$ cat src/hdl/wsp_cfg.svh
/*
 * address map, field positions, reset values and timing figures of the
 * wake-up source and prescaler register group.
 * assumes it is included by bare name after the package is compiled.
 */
`ifndef WSP_CFG_SVH
`define WSP_CFG_SVH

`define WSP_BASE_BLOCKING 16'h0200
`define WSP_BASE_NONBLOCK 16'h0300
`define WSP_WINDOW_MASK   16'hff00
`define WSP_OFS_FLAGS_HI  8'h02
`define WSP_OFS_FLAGS     8'h03
`define WSP_OFS_DIV_HI    8'h04
`define WSP_OFS_DIV_LO    8'h05
`define WSP_OFS_WEN_HI    8'h06
`define WSP_OFS_WEN_LO    8'h07
`define WSP_OFS_TRIM_HI   8'h0e
`define WSP_OFS_TRIM_LO   8'h0f
`define WSP_DIV_RESET     16'h7d00
`define WSP_ACTIVE_RESET  13'h0200
`define WSP_LTC_BIT       7
`define WSP_READY_BIT     7
`define WSP_SLOW_LAST     4'h7
`define WSP_DIV_ONE       16'h0001
`define WSP_BYTE_ZERO     8'h00

`endif

$ cat src/hdl/wsp_pkg.sv
/*
 * types of the wake-up source and prescaler register group.
 * assumes the constants of wsp_cfg.svh for all figures.
 */
`default_nettype none
package wsp_pkg;
    // one bit per wake-up source, msb first as in the status byte
    typedef struct packed {
        logic amphour;
        logic current_thresh;
        logic calib;
        logic lin;
        logic gpio3;
        logic gpio2;
        logic gpio1;
        logic gpio0;
    } wsp_wake_vec_t;

    typedef struct packed {
        logic        valid;
        logic        write;
        logic        word;
        logic [15:0] addr;
        logic [15:0] wdata;
    } wsp_req_t;

    typedef enum logic [0:0] {
        SYNC_WAIT,
        SYNC_DONE
    } wsp_sync_t;
endpackage
`default_nettype wire

$ cat src/hdl/wsp_regs.sv
/*
 * wake-up source flags, wake-up enables and 1 ms prescaler of the analog die,
 * reached by the controller die over the die-to-die register port.
 * assumes requests are synchronous to clock_in (the die link clock) and
 * answered one cycle later; the low-power oscillator measurement is stable.
 */
//
// Function
// - ah threshold wake sets status bit 7
// - current threshold wake sets status bit 6
// - calibration request wake sets bit 5
// - lin wake sets status bit 4
// - gpio 3 wake sets status bit 3
// - gpio 2..0 wakes set bits 2..0
// - flags stay set until one written
// - 16-bit divider makes slow and fast clocks
// - enable bits 7..5 gate ah, current, calibration
// - enable bit 4 gates lin wake
// - enable bits 3..0 gate gpio wakes
// - low enable bit 7 lifetime overflow, rest zero
// - decode from 0x0200 blocking, 0x300 non-blocking
// - trim high byte: ready, zeros, active bits
// - ready reads 0 while sync pending
// - active divider holds 0x0200 until first sync
`include "wsp_cfg.svh"
`timescale 1ns/1ps
`default_nettype none
module wsp_regs (
    input  wire logic                  clock_in,
    input  wire logic                  sys_rst_in,
    input  wire wsp_pkg::wsp_req_t     req_in,
    input  wire wsp_pkg::wsp_wake_vec_t wake_event_in,
    input  wire logic [12:0]           lowfreq_measured_in,
    output var  logic                  ack_out,
    output var  logic [15:0]           rdata_out,
    output var  wsp_pkg::wsp_wake_vec_t wake_enable_out,
    output var  logic                  lifetime_ovf_wake_en_out,
    output var  logic                  fast_derived_clock_out,
    output var  logic                  slow_derived_clock_out,
    output var  logic                  divider_ready_flag_out
);
    // true when a byte at offset t is covered by the current access
    function automatic logic lane_hit(input logic [7:0] ofs, input logic word,
                                      input logic [7:0] t);
        lane_hit = word ? (ofs[7:1] == t[7:1]) : (ofs == t);
    endfunction

    // the byte of write data that lands on byte offset t
    function automatic logic [7:0] lane_data(input logic word, input logic [15:0] wd,
                                             input logic [7:0] t);
        lane_data = (word && !t[0]) ? wd[15:8] : wd[7:0];
    endfunction

    wsp_pkg::wsp_wake_vec_t flags_reg, flags_next;
    wsp_pkg::wsp_wake_vec_t wen_reg, wen_next;
    wsp_pkg::wsp_sync_t     sync_reg, sync_next;
    logic        ltc_en_reg, ltc_en_next;
    logic [15:0] div_reg, div_next;
    logic [15:0] cnt_reg, cnt_next;
    logic [3:0]  slow_cnt_reg, slow_cnt_next;
    logic        fast_reg, fast_next;
    logic        slow_reg, slow_next;
    logic [12:0] active_reg, active_next;
    logic        ack_reg, ack_next;
    logic [15:0] rdata_reg, rdata_next;

    logic        in_window;
    logic [7:0]  ofs;
    logic        wr;
    logic        div_wr;
    logic [15:0] div_limit;
    logic        tick;
    logic [7:0]  clr_mask;
    logic [7:0]  wen_lo_byte;

    // register port decode
    always_comb begin
        in_window = ((req_in.addr & `WSP_WINDOW_MASK) == `WSP_BASE_BLOCKING) ||
                    ((req_in.addr & `WSP_WINDOW_MASK) == `WSP_BASE_NONBLOCK);
        ofs    = req_in.addr[7:0];
        wr     = req_in.valid && req_in.write && in_window;
        // byte writes into the divider are dropped
        div_wr = wr && req_in.word && lane_hit(ofs, 1'b1, `WSP_OFS_DIV_HI);
    end

    // wake flags and enables
    always_comb begin
        clr_mask = `WSP_BYTE_ZERO;
        if (wr && lane_hit(ofs, req_in.word, `WSP_OFS_FLAGS)) begin
            clr_mask = lane_data(req_in.word, req_in.wdata, `WSP_OFS_FLAGS);
        end
        // a new enabled event in the clearing cycle wins; zero bits keep their flag
        flags_next = (flags_reg & ~clr_mask) | (wake_event_in & wen_reg);
        wen_next   = wen_reg;
        ltc_en_next = ltc_en_reg;
        if (wr && lane_hit(ofs, req_in.word, `WSP_OFS_WEN_HI)) begin
            wen_next = lane_data(req_in.word, req_in.wdata, `WSP_OFS_WEN_HI);
        end
        wen_lo_byte = lane_data(req_in.word, req_in.wdata, `WSP_OFS_WEN_LO);
        if (wr && lane_hit(ofs, req_in.word, `WSP_OFS_WEN_LO)) begin
            ltc_en_next = wen_lo_byte[`WSP_LTC_BIT];
        end
    end

    always_ff @(posedge clock_in or posedge sys_rst_in) begin
        if (sys_rst_in) begin
            flags_reg  <= '0;
            wen_reg    <= '0;
            ltc_en_reg <= 1'b0;
        end else begin
            flags_reg  <= flags_next;
            wen_reg    <= wen_next;
            ltc_en_reg <= ltc_en_next;
        end
    end

    // 1 ms divider and derived clock enables
    always_comb begin
        div_limit = (div_reg == '0) ? '0 : div_reg - `WSP_DIV_ONE;
        tick      = (cnt_reg >= div_limit);
        div_next  = div_wr ? req_in.wdata : div_reg;
        cnt_next  = (tick || div_wr) ? '0 : cnt_reg + `WSP_DIV_ONE;
        fast_next = tick;
        slow_cnt_next = slow_cnt_reg;
        slow_next = 1'b0;
        if (tick) begin
            slow_next     = (slow_cnt_reg == `WSP_SLOW_LAST);
            slow_cnt_next = slow_next ? '0 : slow_cnt_reg + 4'h1;
        end
    end

    always_ff @(posedge clock_in or posedge sys_rst_in) begin
        if (sys_rst_in) begin
            div_reg      <= `WSP_DIV_RESET;
            cnt_reg      <= '0;
            slow_cnt_reg <= '0;
            fast_reg     <= 1'b0;
            slow_reg     <= 1'b0;
        end else begin
            div_reg      <= div_next;
            cnt_reg      <= cnt_next;
            slow_cnt_reg <= slow_cnt_next;
            fast_reg     <= fast_next;
            slow_reg     <= slow_next;
        end
    end

    // low-frequency clock synchronisation: completes on the next ms tick
    always_comb begin
        sync_next   = sync_reg;
        active_next = active_reg;
        case (sync_reg)
            wsp_pkg::SYNC_WAIT: begin
                if (tick && !div_wr) begin
                    sync_next   = wsp_pkg::SYNC_DONE;
                    active_next = lowfreq_measured_in;
                end
            end
            wsp_pkg::SYNC_DONE: begin
                if (div_wr) begin
                    sync_next = wsp_pkg::SYNC_WAIT;
                end
            end
            default: sync_next = wsp_pkg::SYNC_WAIT;
        endcase
    end

    always_ff @(posedge clock_in or posedge sys_rst_in) begin
        if (sys_rst_in) begin
            sync_reg   <= wsp_pkg::SYNC_WAIT;
            active_reg <= `WSP_ACTIVE_RESET;
        end else begin
            sync_reg   <= sync_next;
            active_reg <= active_next;
        end
    end

    // read side: answers every request one cycle later, unmapped bytes read zero
    function automatic logic [7:0] rd_byte(input logic [7:0] t);
        logic [7:0] hi;
        hi = {(sync_reg == wsp_pkg::SYNC_DONE), 2'b00, active_reg[12:8]};
        case (t)
            `WSP_OFS_FLAGS:   rd_byte = flags_reg;
            `WSP_OFS_DIV_HI:  rd_byte = div_reg[15:8];
            `WSP_OFS_DIV_LO:  rd_byte = div_reg[7:0];
            `WSP_OFS_WEN_HI:  rd_byte = wen_reg;
            `WSP_OFS_WEN_LO:  rd_byte = {ltc_en_reg, 7'h00};
            `WSP_OFS_TRIM_HI: rd_byte = hi;
            `WSP_OFS_TRIM_LO: rd_byte = active_reg[7:0];
            default:          rd_byte = `WSP_BYTE_ZERO;
        endcase
    endfunction

    always_comb begin
        ack_next   = req_in.valid;
        rdata_next = rdata_reg;
        if (req_in.valid && !req_in.write) begin
            if (!in_window) begin
                rdata_next = '0;
            end else if (req_in.word) begin
                rdata_next = {rd_byte({ofs[7:1], 1'b0}), rd_byte({ofs[7:1], 1'b1})};
            end else begin
                rdata_next = {`WSP_BYTE_ZERO, rd_byte(ofs)};
            end
        end
    end

    always_ff @(posedge clock_in or posedge sys_rst_in) begin
        if (sys_rst_in) begin
            ack_reg   <= 1'b0;
            rdata_reg <= '0;
        end else begin
            ack_reg   <= ack_next;
            rdata_reg <= rdata_next;
        end
    end

    // outputs straight from flip-flops
    always_comb begin
        ack_out                  = ack_reg;
        rdata_out                = rdata_reg;
        wake_enable_out          = wen_reg;
        lifetime_ovf_wake_en_out = ltc_en_reg;
        fast_derived_clock_out   = fast_reg;
        slow_derived_clock_out   = slow_reg;
        divider_ready_flag_out   = (sync_reg == wsp_pkg::SYNC_DONE);
    end
endmodule
`default_nettype wire

$ cat config.mk
export PLATFORM = sky130hd
export DESIGN_NAME = wsp_regs
export DESIGN_NICKNAME = d
export VERILOG_FILES = /design/src/hdl/wsp_pkg.sv /design/src/hdl/wsp_regs.sv
export VERILOG_INCLUDE_DIRS = /design/src /design/src/hdl
export SDC_FILE = /design/constraint.sdc
export NUM_CORES = 1
export LEC_CHECK = 0
export BUFFER_PORTS_ARGS = -buffer_cell sky130_fd_sc_hd__buf_2
export CAP_MARGIN = 20
export CORE_MARGIN = 2
export CORE_UTILIZATION = 57
export CTS_CLUSTER_DIAMETER = 150
export DETAILED_ROUTE_END_ITERATION = 8
export PLACE_DENSITY = 0.86
export SYNTH_ARGS = -nofsm -noshare
export SYNTH_HDL_FRONTEND = slang
export SYNTH_SLANG_ARGS = --single-unit
export TNS_END_PERCENT = 5
$ cat constraint.sdc
create_clock -name clock_in -period 4.1 [get_ports clock_in]
set_input_delay 0.41 -clock clock_in [delete_from_list [all_inputs] [get_ports clock_in]]
set_output_delay 0.41 -clock clock_in [all_outputs]
set_load 0.01 [all_outputs]
---- Word level (Yosys, flattened, before mapping) ----
Cells that the tools add are included.
word-level totals
  register bits after elaboration ......... 86
  bits in latches ......................... 0
  memory bits (writable) .................. 0
  ROM bits ................................ 0
  output and inout port bits .............. 29
  memories ................................ 0
cells by class
  add/subtract/negate cells ............... 3
  multiply operators ...................... 0
  divide/modulo/power cells ............... 0
  magnitude comparators ................... 1
  equality and inequality tests ........... 14
  shift-type cells ........................ 0
  mux-type cells .......................... 17
  bitwise logic cells ..................... 5
  reductions and logical operators ........ 15
operator list
  operator                                                                count
  16-bit two-way mux                                                      4
  8-bit case mux with 7 select lines                                      1
  8-bit by 3-bit equality test with 1-bit output (second input constant)  4
  8-bit case mux with 4 select lines                                      1
  8-bit by 2-bit equality test with 1-bit output (second input constant)  3
  8-bit case mux with 3 select lines                                      1
  16-bit by 1-bit adder with 16-bit output (second input constant)        1
  8-bit AND                                                               2
  8-bit by 4-bit equality test with 1-bit output (second input constant)  2
  16-bit greater-or-equal comparator                                      1
  16-bit zero test                                                        1
  8-bit two-way mux                                                       2
  16-bit by 1-bit subtractor with 16-bit output (second input constant)   1
  7-bit by 2-bit equality test with 1-bit output (second input constant)  2
  1-bit logical AND                                                       9
  8-bit inverter                                                          1
  8-bit bitwise OR                                                        1
  7-bit by 1-bit equality test with 1-bit output (second input constant)  1
  7-bit by 3-bit equality test with 1-bit output (second input constant)  1
  1-bit two-way mux                                                       6
  4-bit by 1-bit adder with 4-bit output (second input constant)          1
  4-bit by 3-bit equality test with 1-bit output (second input constant)  1
  4-bit two-way mux                                                       1
  1-bit zero test                                                         2
  4 further kinds                                                         5

---- Depth between registers and ports, before layout ----
Gate-level depths: netlist of the first run.
  word-level depth ........................ 9
  depth in mapped cells ................... 16
  gate-level depth less buffers ........... 14

---- Least setup slack after synthesis of the first run ----
OpenSTA, ideal clock, no wires.
  path kind ............................... register -> register
  start ................................... reg div_reg[5]
  end ..................................... reg slow_cnt_reg[0]
  library setup time ...................... 0.125 ns
  arrival time ............................ 3.041 ns
  data required time ...................... 3.975 ns
  setup slack ............................. 0.934 ns
  cell stages (with the launch flop) ...... 14
  clock period less this slack ............ 3.166 ns
  cell sequence ........................... dfrtp_1 > or4_4 > nor4_2 > nand2_1 > xnor2_1 > nand2_1 > ha_1 > a21oi_1 > a21boi_1 > nor2_1 > o211a_1 > buf_4 > inv_2 > mux2_2
between the ends
  word-level cells in the longest chain between the ends .. 3
  elaborated cells on any way between the ends .. 4
RTL lines
  item                                                                                                RTL line         source
  start: declaration                                                                                  wsp_regs.sv:58   logic [15:0] div_reg, div_next;
  start signal: assignment                                                                            wsp_regs.sv:134  div_reg <= `WSP_DIV_RESET;
  start signal: assignment                                                                            wsp_regs.sv:140  div_reg <= div_next;
  16-bit by 1-bit subtractor with 16-bit output (no source line) or 16-bit zero test (tied branches)  -
  16-bit two-way mux (no source line) (*)                                                             -
  16-bit greater-or-equal comparator (*)                                                              wsp_regs.sv:120  tick = (cnt_reg >= div_limit);
  end signal: assignment                                                                              wsp_regs.sv:142  slow_cnt_reg <= slow_cnt_next;
  end: declaration                                                                                    wsp_regs.sv:60   logic [3:0] slow_cnt_reg, slow_cnt_next;
Mark *: on every way between the ends. The rest lies on a longest branch, timed or not.
A chain may end at the register's enable or synchronous reset.

---- Worst setup path after layout of the first run ----
  start ................................... reg div_reg[9]
  end ..................................... reg slow_cnt_reg[0]
Same word-level chain as after synthesis.

==> results.yml, run 1 <==
outcome:
  status: "complete, no violations"
worst_setup_path:
  cp-end-kind: "flip-flop"
  crit_slowest_cell: "or4_1"
  setup.worst_path.class: "reg -> reg"
  max_stage_delay_ns: 0.53
  critPathTopFamily: "simple AND/OR/NAND/NOR gates"
  start_kind: "flip-flop"
  crit_path_max_fanout: 19
  crit_buf_inv: 1
  path_common_cell: "nor3_1"
  worstPathRequired_ns: 4.35
  crit_chain: "or4_1 -> nor3_1 -> nand3_1 -> nand2_1 -> ha_1 -> nor2_1 -> nor3_1 -> a21oi_2 -> o211a_1 -> inv_2 -> mux2_2"
  crit_arrival_ns: 3.81
clock_tree:
  cts-buffers-inserted: 9
  root_buffer: "clkbuf_8"
  hold_buffers: 0
  tritoncts: "done"
  clock-sinks: 86
  clock_path_buffers: 2
  cts_resized: 0
  clk_pin_slew_ns: 0.09
  postCtsSetupRepairBufs: 0
  clock_latency_ns: 0.36
  cts_max_level: 3
sta:
  fin_crit_ns: 3.56
  period_share: 0.868
  rsz0062_at_grt: "false"
  hold_viol_final: 0
  worst_pin_slew_ns: 0.976
  fmax_ghz: 0.281
  worst_slack_ns: 0.540
  final_max_slew_viol_count: 0
  setup_violations: 0
  tns_ns: 0
  finClkSkew_ns: 0.0133
  relSlewSlack: 0.345
global_routing:
  grt_usage: 0.278
  grt_antenna_before_repair: 0
  overflow: 0
  grt_max_degree: 64
  grt_pass1_wl_um: 21700
  grt_pass1_vias: 4336
place:
  routabilityCongestion: 0.923
  place_worst_setup_slack_ns: 0.586
  dp_hpwl_um: 9640
  dpl_cell_area_um2: 5560
  port_buffers: 85
synth:
  synth-main-ff-cell: "dfrtp_1"
  synth_cell_types: 58
  postSynthCellCount: 526
  synthArstFlopShare: 1.00
  synth-seq-cells: 86
  post_synth_instance_area_um2: 5070
  avgSynthCellArea_um2: 9.65
  ys_warn_count: 0
  ys_seq_area_frac: 0.426
  mappedNetlistNets: 604
  synth_edf_count: 0
pwr:
  ir_drop_uv: 261
  p_leak_uw: 0.00272
  p_per_area_nw_per_um2: 353
final_layout:
  register_area_um2: 2160
  final_util: 0.667
  multi_input_area_um2: 2730
  final_nets: 680
  syn_to_final_growth_pct: 14.0
  drive_gt1_frac: 0.245
  diodes: 0
  fillers: 681
  postLayoutCellArea_um2: 5780
routing:
  dr.max_layer_used: "met4"
  avgRoutedWirePerCell_um: 18.5
  avgViaCountPerCell: 6.16
  ant_nets: 0
  dr.first_iter.drc_count: 278
  wl_met3_um: 1080
  drt_wl_total_um: 13200
  firstDrtPassIters: 5
  vias: 4407
  drt_drc_violations_left: 0
  wl_met2_um: 6270
  met1_length_um: 5600
floorplanning:
  die_area_um2: 9670
  initial_core_util: 0.585
  rows: 34
  core_area_um2: 8680
  die_h_um: 98.4
  ioPinCount: 87
  fp.dieW_um: 98.4
flow_run:
  drv_cap: 0
hold_path:
  hp-class: "in -> async"
[final timing paths]
kind                                      startpoint  cells after the start  slack (ns)                          endpoint
max                           div_reg[9]$_DFFE_PP0P_                     11        0.54       slow_cnt_reg[0]$_DFFE_PP0P_
min                                       sys_rst_in                      2        0.07  fast_derived_clock_out$_DFF_PP0_
max reg2reg                   div_reg[9]$_DFFE_PP0P_                     11        0.54       slow_cnt_reg[0]$_DFFE_PP0P_
min reg2reg                rdata_out[13]$_DFFE_PP0P_                      2        0.49         rdata_out[13]$_DFFE_PP0P_
max in group asynchronous                 sys_rst_in                      3        3.28            div_reg[8]$_DFFE_PP1P_
min in group clock_in                     req_in[34]                      1        0.19                 ack_out$_DFF_PP0_
[stage by stage]
| stage | hold slack [ns] | instances | power [µW] |
|---|---|---|---|
| floorplan | 0.441 | 526 | 1300 |
| global placement | 0.465 | 698 | 1400 |
| detailed placement | 0.465 | 698 | 1420 |
| CTS | 0.184 | 714 | 2050 |
| global route | 0.0928 | 715 | 2140 |
| finish | 0.0653 | 715 | 2040 |
[cell families after synthesis]
group,share of synthesized area
xor+xnor,0.0483
compound gates,0.160
flops,0.426
mux,0.0713
simple gates,0.209
buf+inv,0.0370
fa+ha+maj,0.0493
[cell usage after synthesis (5+ instances only)]
| cell | number | area [µm²] |
|---|---|---|
| clkbuf_1 | 15 | 56.3 |
| nor3_1 | 26 | 130 |
| dfrtp_1 | 79 | 1980 |
| a22oi_1 | 13 | 97.6 |
| nand3_1 | 11 | 55.1 |
| xor2_1 | 15 | 131 |
| xnor2_1 | 13 | 114 |
| buf_2 | 9 | 45.0 |
| mux2_1 | 9 | 101 |
| mux2i_1 | 8 | 80.1 |
| o21ai_0 | 20 | 100 |
| a21oi_1 | 10 | 50.1 |
| nand2b_1 | 8 | 50.1 |
| nor2_1 | 19 | 71.3 |
| inv_1 | 8 | 30.0 |
| nand2_1 | 93 | 349 |
| nor3b_1 | 18 | 135 |
| o31ai_1 | 5 | 37.5 |
| and3_1 | 5 | 31.3 |
| o211ai_1 | 30 | 225 |
| a22o_1 | 12 | 105 |
| o2bb2ai_1 | 6 | 52.6 |
| ha_1 | 20 | 250 |
| dfstp_2 | 7 | 184 |
| mux2_2 | 16 | 180 |
[metal layers]
metal / vias up / global-route usage
met5: - / 0
met3: 27 / 0.0573
li1: 2056 / -
met2: 212 / 0.442
met4: 0 / 0.0843
met1: 2112 / 0.386
[placed cells by master, fill, tap and decap left out, types with 3 or more instances in the layout]
| cell | n |
|---|---|
| xnor2_1 | 13 |
| buf_2 | 85 |
| nor3b_1 | 18 |
| nand3_1 | 11 |
| a22o_1 | 12 |
| a21oi_1 | 10 |
| mux2_2 | 16 |
| o31ai_1 | 5 |
| inv_1 | 7 |
| xor2_1 | 15 |
| mux2_1 | 9 |
| dfstp_2 | 7 |
| and4_1 | 3 |
| and3_1 | 5 |
| nor3_1 | 26 |
| nand2b_1 | 8 |
| o2bb2ai_1 | 6 |
| o21ai_0 | 20 |
| nand2_1 | 93 |
| clkbuf_8 | 9 |
| o211ai_1 | 30 |
| mux2i_1 | 8 |
| dfrtp_1 | 79 |
| buf_4 | 10 |
| ha_1 | 20 |
| nor2_1 | 19 |
| nand4_1 | 4 |
| a22oi_1 | 13 |
[power by group]
part / internal (µW) / switching, µW
Sequential: 886 / 38.2
Clock: 291 / 336
Combinational: 207 / 285
[final cells by class]
| class | instances | area share |
|---|---|---|
| clock buffer | 9 | 0.0214 |
| clock inverter | 7 | 0.0143 |
| inverter | 9 | 0.00606 |
| multi-input combinational | 400 | 0.471 |
| sequential | 86 | 0.374 |
| tap | 108 | 0.0234 |
| timing repair buffer | 96 | 0.0900 |
(Power assumes the default switching activity.)
==> run 2: changes to the inputs <==
CORE_UTILIZATION = 35   (was 57)
PLACE_DENSITY = 0.59   (was 0.86)
==> run 2 against run 1 <==
  * Hold slack improved by 0.13 ns
  * Clock power increased by 29%
  * Fmax increased by 1.1%
  * Largest cell class unchanged
  * Largest power group unchanged
  * Combinational power decreased by 0.8%
==> results.yml, run 2 (synthesis results as in run 1) <==
final_layout:
  final_common_cell: "nand2_1"
  syn_to_final_growth_pct: 17.3
  multi_input_area_um2: 2730
  layout_common_cells: "nand2_1, buf_2, dfrtp_1"
  diodes: 0
  final_nets: 680
  instances_no_fill: 791
  fillers: 1417
  drive_gt1_frac: 0.245
  postLayoutCellArea_um2: 5950
  register_area_um2: 2160
routing:
  firstDrtPassIters: 5
  drt_wl_total_um: 13800
  ant_nets: 0
  avgRoutedWirePerCell_um: 17.5
  avgViaCountPerCell: 5.42
  vias: 4290
  drt_drc_violations_left: 0
  dr.first_iter.drc_count: 215
pwr:
  p_per_area_nw_per_um2: 373
  ir_drop_uv: 200
  p_leak_uw: 0.00275
  power_uw: 2220
outcome:
  status: "complete, no violations"
sta:
  fmax_ghz: 0.284
  relSlewSlack: 0.360
  finClkSkew_ns: 0.0122
  fin_crit_ns: 3.52
  hold_viol_final: 0
  tns_ns: 0
  setup_violations: 0
  worst_pin_slew_ns: 0.954
  worst_slack_ns: 0.580
  final_max_slew_viol_count: 0
  period_share: 0.859
  rsz0062_at_grt: "false"
worst_setup_path:
  cp-end-kind: "flip-flop"
  worstPathRequired_ns: 4.36
  start_kind: "flip-flop"
  reg2regPathDepth: 13
  r2r-end: "cnt_reg[13]$_DFF_PP0_"
  r2r_start: "div_reg[9]$_DFFE_PP0P_"
  crit_arrival_ns: 3.78
  setup.worst_path.class: "reg -> reg"
  rrSetupSlack_ns: 0.58
  crit_path_max_fanout: 17
global_routing:
  grt_pass1_vias: 4191
  grt_antenna_before_repair: 0
  overflow: 0
  grt_max_degree: 48
  grt_pass1_wl_um: 22100
  grt_usage: 0.181
clock_tree:
  clock_latency_ns: 0.36
  clk_pin_slew_ns: 0.06
  cts-buffers-inserted: 9
  clock-sinks: 86
  tritoncts: "done"
  postCtsSetupRepairBufs: 0
  cts_max_level: 3
  cts_resized: 0
  hold_buffers: 0
  root_buffer: "clkbuf_16"
  clock_path_buffers: 2
floorplanning:
  fp.dieW_um: 124
  die_h_um: 124
  rows: 44
  core_area_um2: 14400
  initial_core_util: 0.353
  die_area_um2: 15500
  ioPinCount: 87
place:
  dp_hpwl_um: 10200
  dp.cells: 775
  dpl_cell_area_um2: 5660
  port_buffers: 85
  routabilityCongestion: 0.847
  place_worst_setup_slack_ns: 0.601
hold_path:
  hp-class: "in -> async"
flow_run:
  drv_cap: 0
## run 2: report_power, final
group / switching (µW) / internal, µW / total [µW]
clock network: 359 / 448 / 807
logic: 274 / 214 / 488
registers: 36.9 / 887 / 924
## run 2: per-layer routing
metal | wire length, µm | GRT usage
met2 | 6450 | 0.276
met1 | 6400 | 0.255
met5 | 0 | 0
met4 | 194 | 0.0621
met3 | 770 | 0.0374
## run 2: worst max-delay path, cell delays in order (launching register included)
cell and delay, ns:
dfrtp_1 0.44, or4_1 0.52, nor3_1 0.34, nand3_1 0.46
nand2_1 0.19, ha_1 0.27, a21oi_1 0.17, a21boi_1 0.08
buf_4 0.20, nor2_1 0.10, o211a_1 0.18, inv_2 0.05
buf_4 0.19, nor3_1 0.22
## run 2: worst max path at each step
stage,startpoint,end,slack [ns],cells after the start
2_1_floorplan,div_reg[5]$_DFFE_PP0P_,slow_cnt_reg[0]$_DFFE_PP0P_,0.93,13
3_3_place_gp,div_reg[9]$_DFFE_PP0P_,cnt_reg[3]$_DFF_PP0_,0.75,13
3_5_place_dp,div_reg[9]$_DFFE_PP0P_,cnt_reg[13]$_DFF_PP0_,0.60,13
4_1_cts,div_reg[9]$_DFFE_PP0P_,cnt_reg[13]$_DFF_PP0_,0.59,13
5_1_grt,div_reg[9]$_DFFE_PP0P_,cnt_reg[6]$_DFF_PP0_,0.30,13
6_report,div_reg[9]$_DFFE_PP0P_,cnt_reg[13]$_DFF_PP0_,0.58,13
## run 2: layout make-up
class | instances | share of cell area
inverters | 9 | 0.00588
clock buffers | 11 | 0.0424
repair buffers | 96 | 0.0853
multi-input cells | 400 | 0.458
well taps | 184 | 0.0387
flip-flops and latches | 86 | 0.363
clock inverters | 5 | 0.00693
## run 2: per-stage QoR
| stage | hold slack (ns) | utilization |
|---|---|---|
| 2_1_floorplan | 0.441 | - |
| 3_3_place_gp | 0.466 | 0.394 |
| 3_5_place_dp | 0.466 | 0.394 |
| 4_1_cts | 0.187 | 0.414 |
| 5_1_grt | 0.203 | 0.414 |
| 6_report | 0.196 | 0.414 |
==> run 3: changes to the inputs <==
ABC_AREA = 1   (was default)
CELL_PAD_IN_SITES_DETAIL_PLACEMENT = 1   (was default)
CELL_PAD_IN_SITES_GLOBAL_PLACEMENT = 1   (was default)
CORE_UTILIZATION = 41   (was 35)
PLACE_DENSITY = 0.85   (was 0.59)
==> run 3 against run 2 <==
  * Sequential share of layout area is 2.5 points lower
  * Register-to-register slack better by 0.10 ns
  * Synthesized cell count grew 48%
  * First-iteration DRC count is 57% higher
  * Via count up 30%
  * Critical endpoint is now active_reg[5]$_DFFE_PP0P_
  * Final cell count increased by 31%
  * Sequential cell count unchanged
  * Critical path type unchanged
  * Core utilization up 7.1 points
  * Count of clock-buffer cells in the layout rose by 2
  * Hold slack got worse by 0.0045 ns
==> results.yml, run 3 <==
outcome:
  status: "complete, no violations"
synth:
  synth_top_area_share: 0.359
  synth_cell_types: 33
  avgSynthCellArea_um2: 7.10
  synth_common_cells: "nand2_1, nand3_1, dfrtp_1, nor2_1, inv_1"
  ys_warn_count: 0
  synth.area.top_cells: "dfrtp_1, nand2_1, nand3_1"
  post_synth_instance_area_um2: 5510
  synth-main-ff-cell: "dfrtp_1"
  synthArstFlopShare: 1.00
  synth_edf_count: 0
  synth_top_area_cell: "dfrtp_1"
  synthMostInstantiatedCell: "nand2_1"
  synth-seq-cells: 86
  mappedNetlistNets: 854
  postSynthCellCount: 776
  ys_seq_area_frac: 0.392
sta:
  period_share: 0.834
  worst_pin_slew_ns: 0.972
  final_max_slew_viol_count: 0
  finClkSkew_ns: 0.0102
  relSlewSlack: 0.352
  rsz0062_at_grt: "false"
  fin_crit_ns: 3.42
  hold_viol_final: 0
  setup_violations: 0
  fmax_ghz: 0.293
  tns_ns: 0
floorplanning:
  rows: 42
  core_area_um2: 13200
  die_area_um2: 14400
  die_h_um: 120
  fp.dieW_um: 120
  initial_core_util: 0.418
  ioPinCount: 87
worst_setup_path:
  start_kind: "flip-flop"
  cp-end-kind: "flip-flop"
  critPathTopFamily: "simple AND/OR/NAND/NOR gates"
  crit_slowest_cell: "dfrtp_1"
  crit_path_max_fanout: 14
  worstPathRequired_ns: 4.39
  r2r_start: "div_reg[0]$_DFFE_PP0P_"
  max_stage_delay_ns: 0.44
  rrSetupSlack_ns: 0.68
  path_common_cell: "nand2_1"
  reg2regPathDepth: 14
  crit_chain: "inv_1 -> ha_1 -> nand4_1 -> nor3_1 -> inv_1 -> o21ai_0 -> ha_1 -> a21oi_1 -> o21ai_0 -> a21oi_1 -> nand2_1 -> nand2_2 -> nand2_1 -> nand2_1"
  crit_buf_inv: 2
  setup.worst_path.class: "reg -> reg"
  r2r-end: "active_reg[5]$_DFFE_PP0P_"
  crit_arrival_ns: 3.71
global_routing:
  grt_max_degree: 59
  grt_pass1_wl_um: 28100
  grt_antenna_before_repair: 0
  overflow: 0
  grt_pass1_vias: 5422
  grt_usage: 0.251
pwr:
  p_leak_uw: 0.00337
  p_per_area_nw_per_um2: 314
  ir_drop_uv: 194
routing:
  firstDrtPassIters: 5
  vias: 5578
  avgRoutedWirePerCell_um: 16.7
  dr.first_iter.drc_count: 337
  drt_drc_violations_left: 0
  drt_wl_total_um: 17400
  avgViaCountPerCell: 5.38
  ant_nets: 0
hold_path:
  hold_depth: 1
  min_from: "req_in[34]"
  hp-class: "in -> reg"
  holdPathEnd: "ack_out$_DFF_PP0_"
final_layout:
  final_common_cell: "nand2_1"
  layout_common_cells: "nand2_1, nand3_1, buf_2"
  diodes: 0
  postLayoutCellArea_um2: 6400
  drive_gt1_frac: 0.166
  syn_to_final_growth_pct: 16.2
  final_nets: 934
place:
  port_buffers: 85
  routabilityCongestion: 0.939
  dpl_cell_area_um2: 6050
  dp_hpwl_um: 13400
clock_tree:
  clock_latency_ns: 0.36
  cts_max_level: 3
  clock_path_buffers: 2
  postCtsSetupRepairBufs: 0
  clk_pin_slew_ns: 0.06
  root_buffer: "clkbuf_16"
  tritoncts: "done"
  cts-buffers-inserted: 9
  clock-sinks: 86
flow_run:
  drv_cap: 0
## run 3: cell types whose count changed after synthesis, sizes merged, moves of 9 or more
cell and change:
a22o -12, a22oi -12, clkbuf -9, inv +64, mux2 -25, nand2 +147, nand3 +101, nor2 +66
nor3 -20, nor3b -18, o211ai -30, o21ai +46, xnor2 -10
## run 3: cell type report
type	instances	area, µm²
fill	1753	6790
multi-input combinational	594	2930
sequential	86	2160
timing repair buffer	91	493
inverter	74	279
clock buffer	13	250
tap	176	220
clock inverter	3	68.8
## run 3: per-layer routing
layer  wire length (µm)  track usage  up-vias
met5                  0            0        -
met4                259       0.0831        0
met3                897       0.0380       19
met2               7790        0.374      157
met1               8410        0.371     2717
li1                   -            -     2685
## run 3: worst max-delay path by stage
stage                                 end  cells after the start                    from  slack [ns]
2_1_floorplan           ack_out$_DFF_PP0_                      1              sys_rst_in        1.48
3_3_place_gp   active_reg[11]$_DFFE_PP0P_                     18  div_reg[0]$_DFFE_PP0P_        0.78
3_5_place_dp   active_reg[12]$_DFFE_PP0P_                     14  div_reg[0]$_DFFE_PP0P_        0.68
4_1_cts        active_reg[12]$_DFFE_PP0P_                     14  div_reg[0]$_DFFE_PP0P_        0.67
5_1_grt        active_reg[12]$_DFFE_PP0P_                     18  div_reg[0]$_DFFE_PP0P_        0.34
6_report        active_reg[5]$_DFFE_PP0P_                     14  div_reg[0]$_DFFE_PP0P_        0.68
## run 3: kinds of logic after synthesis
family                     count (synthesis)  share of synthesized area
buffers and inverters                     96                     0.0756
xor gates and xnor gates                  16                     0.0254
adders and majority gates                 20                     0.0454
and+or+nand+nor                          468                      0.372
DFF                                       86                      0.392
AOI/OAI and AO/OA                         90                     0.0897
## run 3: power breakdown
part / total [µW] / internal, µW / switching [µW] / leakage (µW)
combinational: 196 / 73.1 / 123 / 0.00210
clock: 893 / 552 / 341 / 0.000154
sequential: 923 / 881 / 42.1 / 0.00112
## run 3: timing repair
item | 4_1_cts | 5_1_grt
endpoints found under the hold margin | 0 | 5
hold buffers | 0 | 1
gates resized for setup | 0 | 0
## run 3: per-stage QoR
step	util	power, µW	setup WS, ns	std cells	hold slack [ns]
floorplan	-	1050	1.48	776	0.441
global placement	0.458	1120	0.784	1019	0.454
detailed placement	0.458	1130	0.679	1019	0.465
CTS	0.483	2020	0.667	1035	0.185
global route	0.485	2090	0.340	1037	0.194
finish	0.485	2010	0.682	1037	0.192
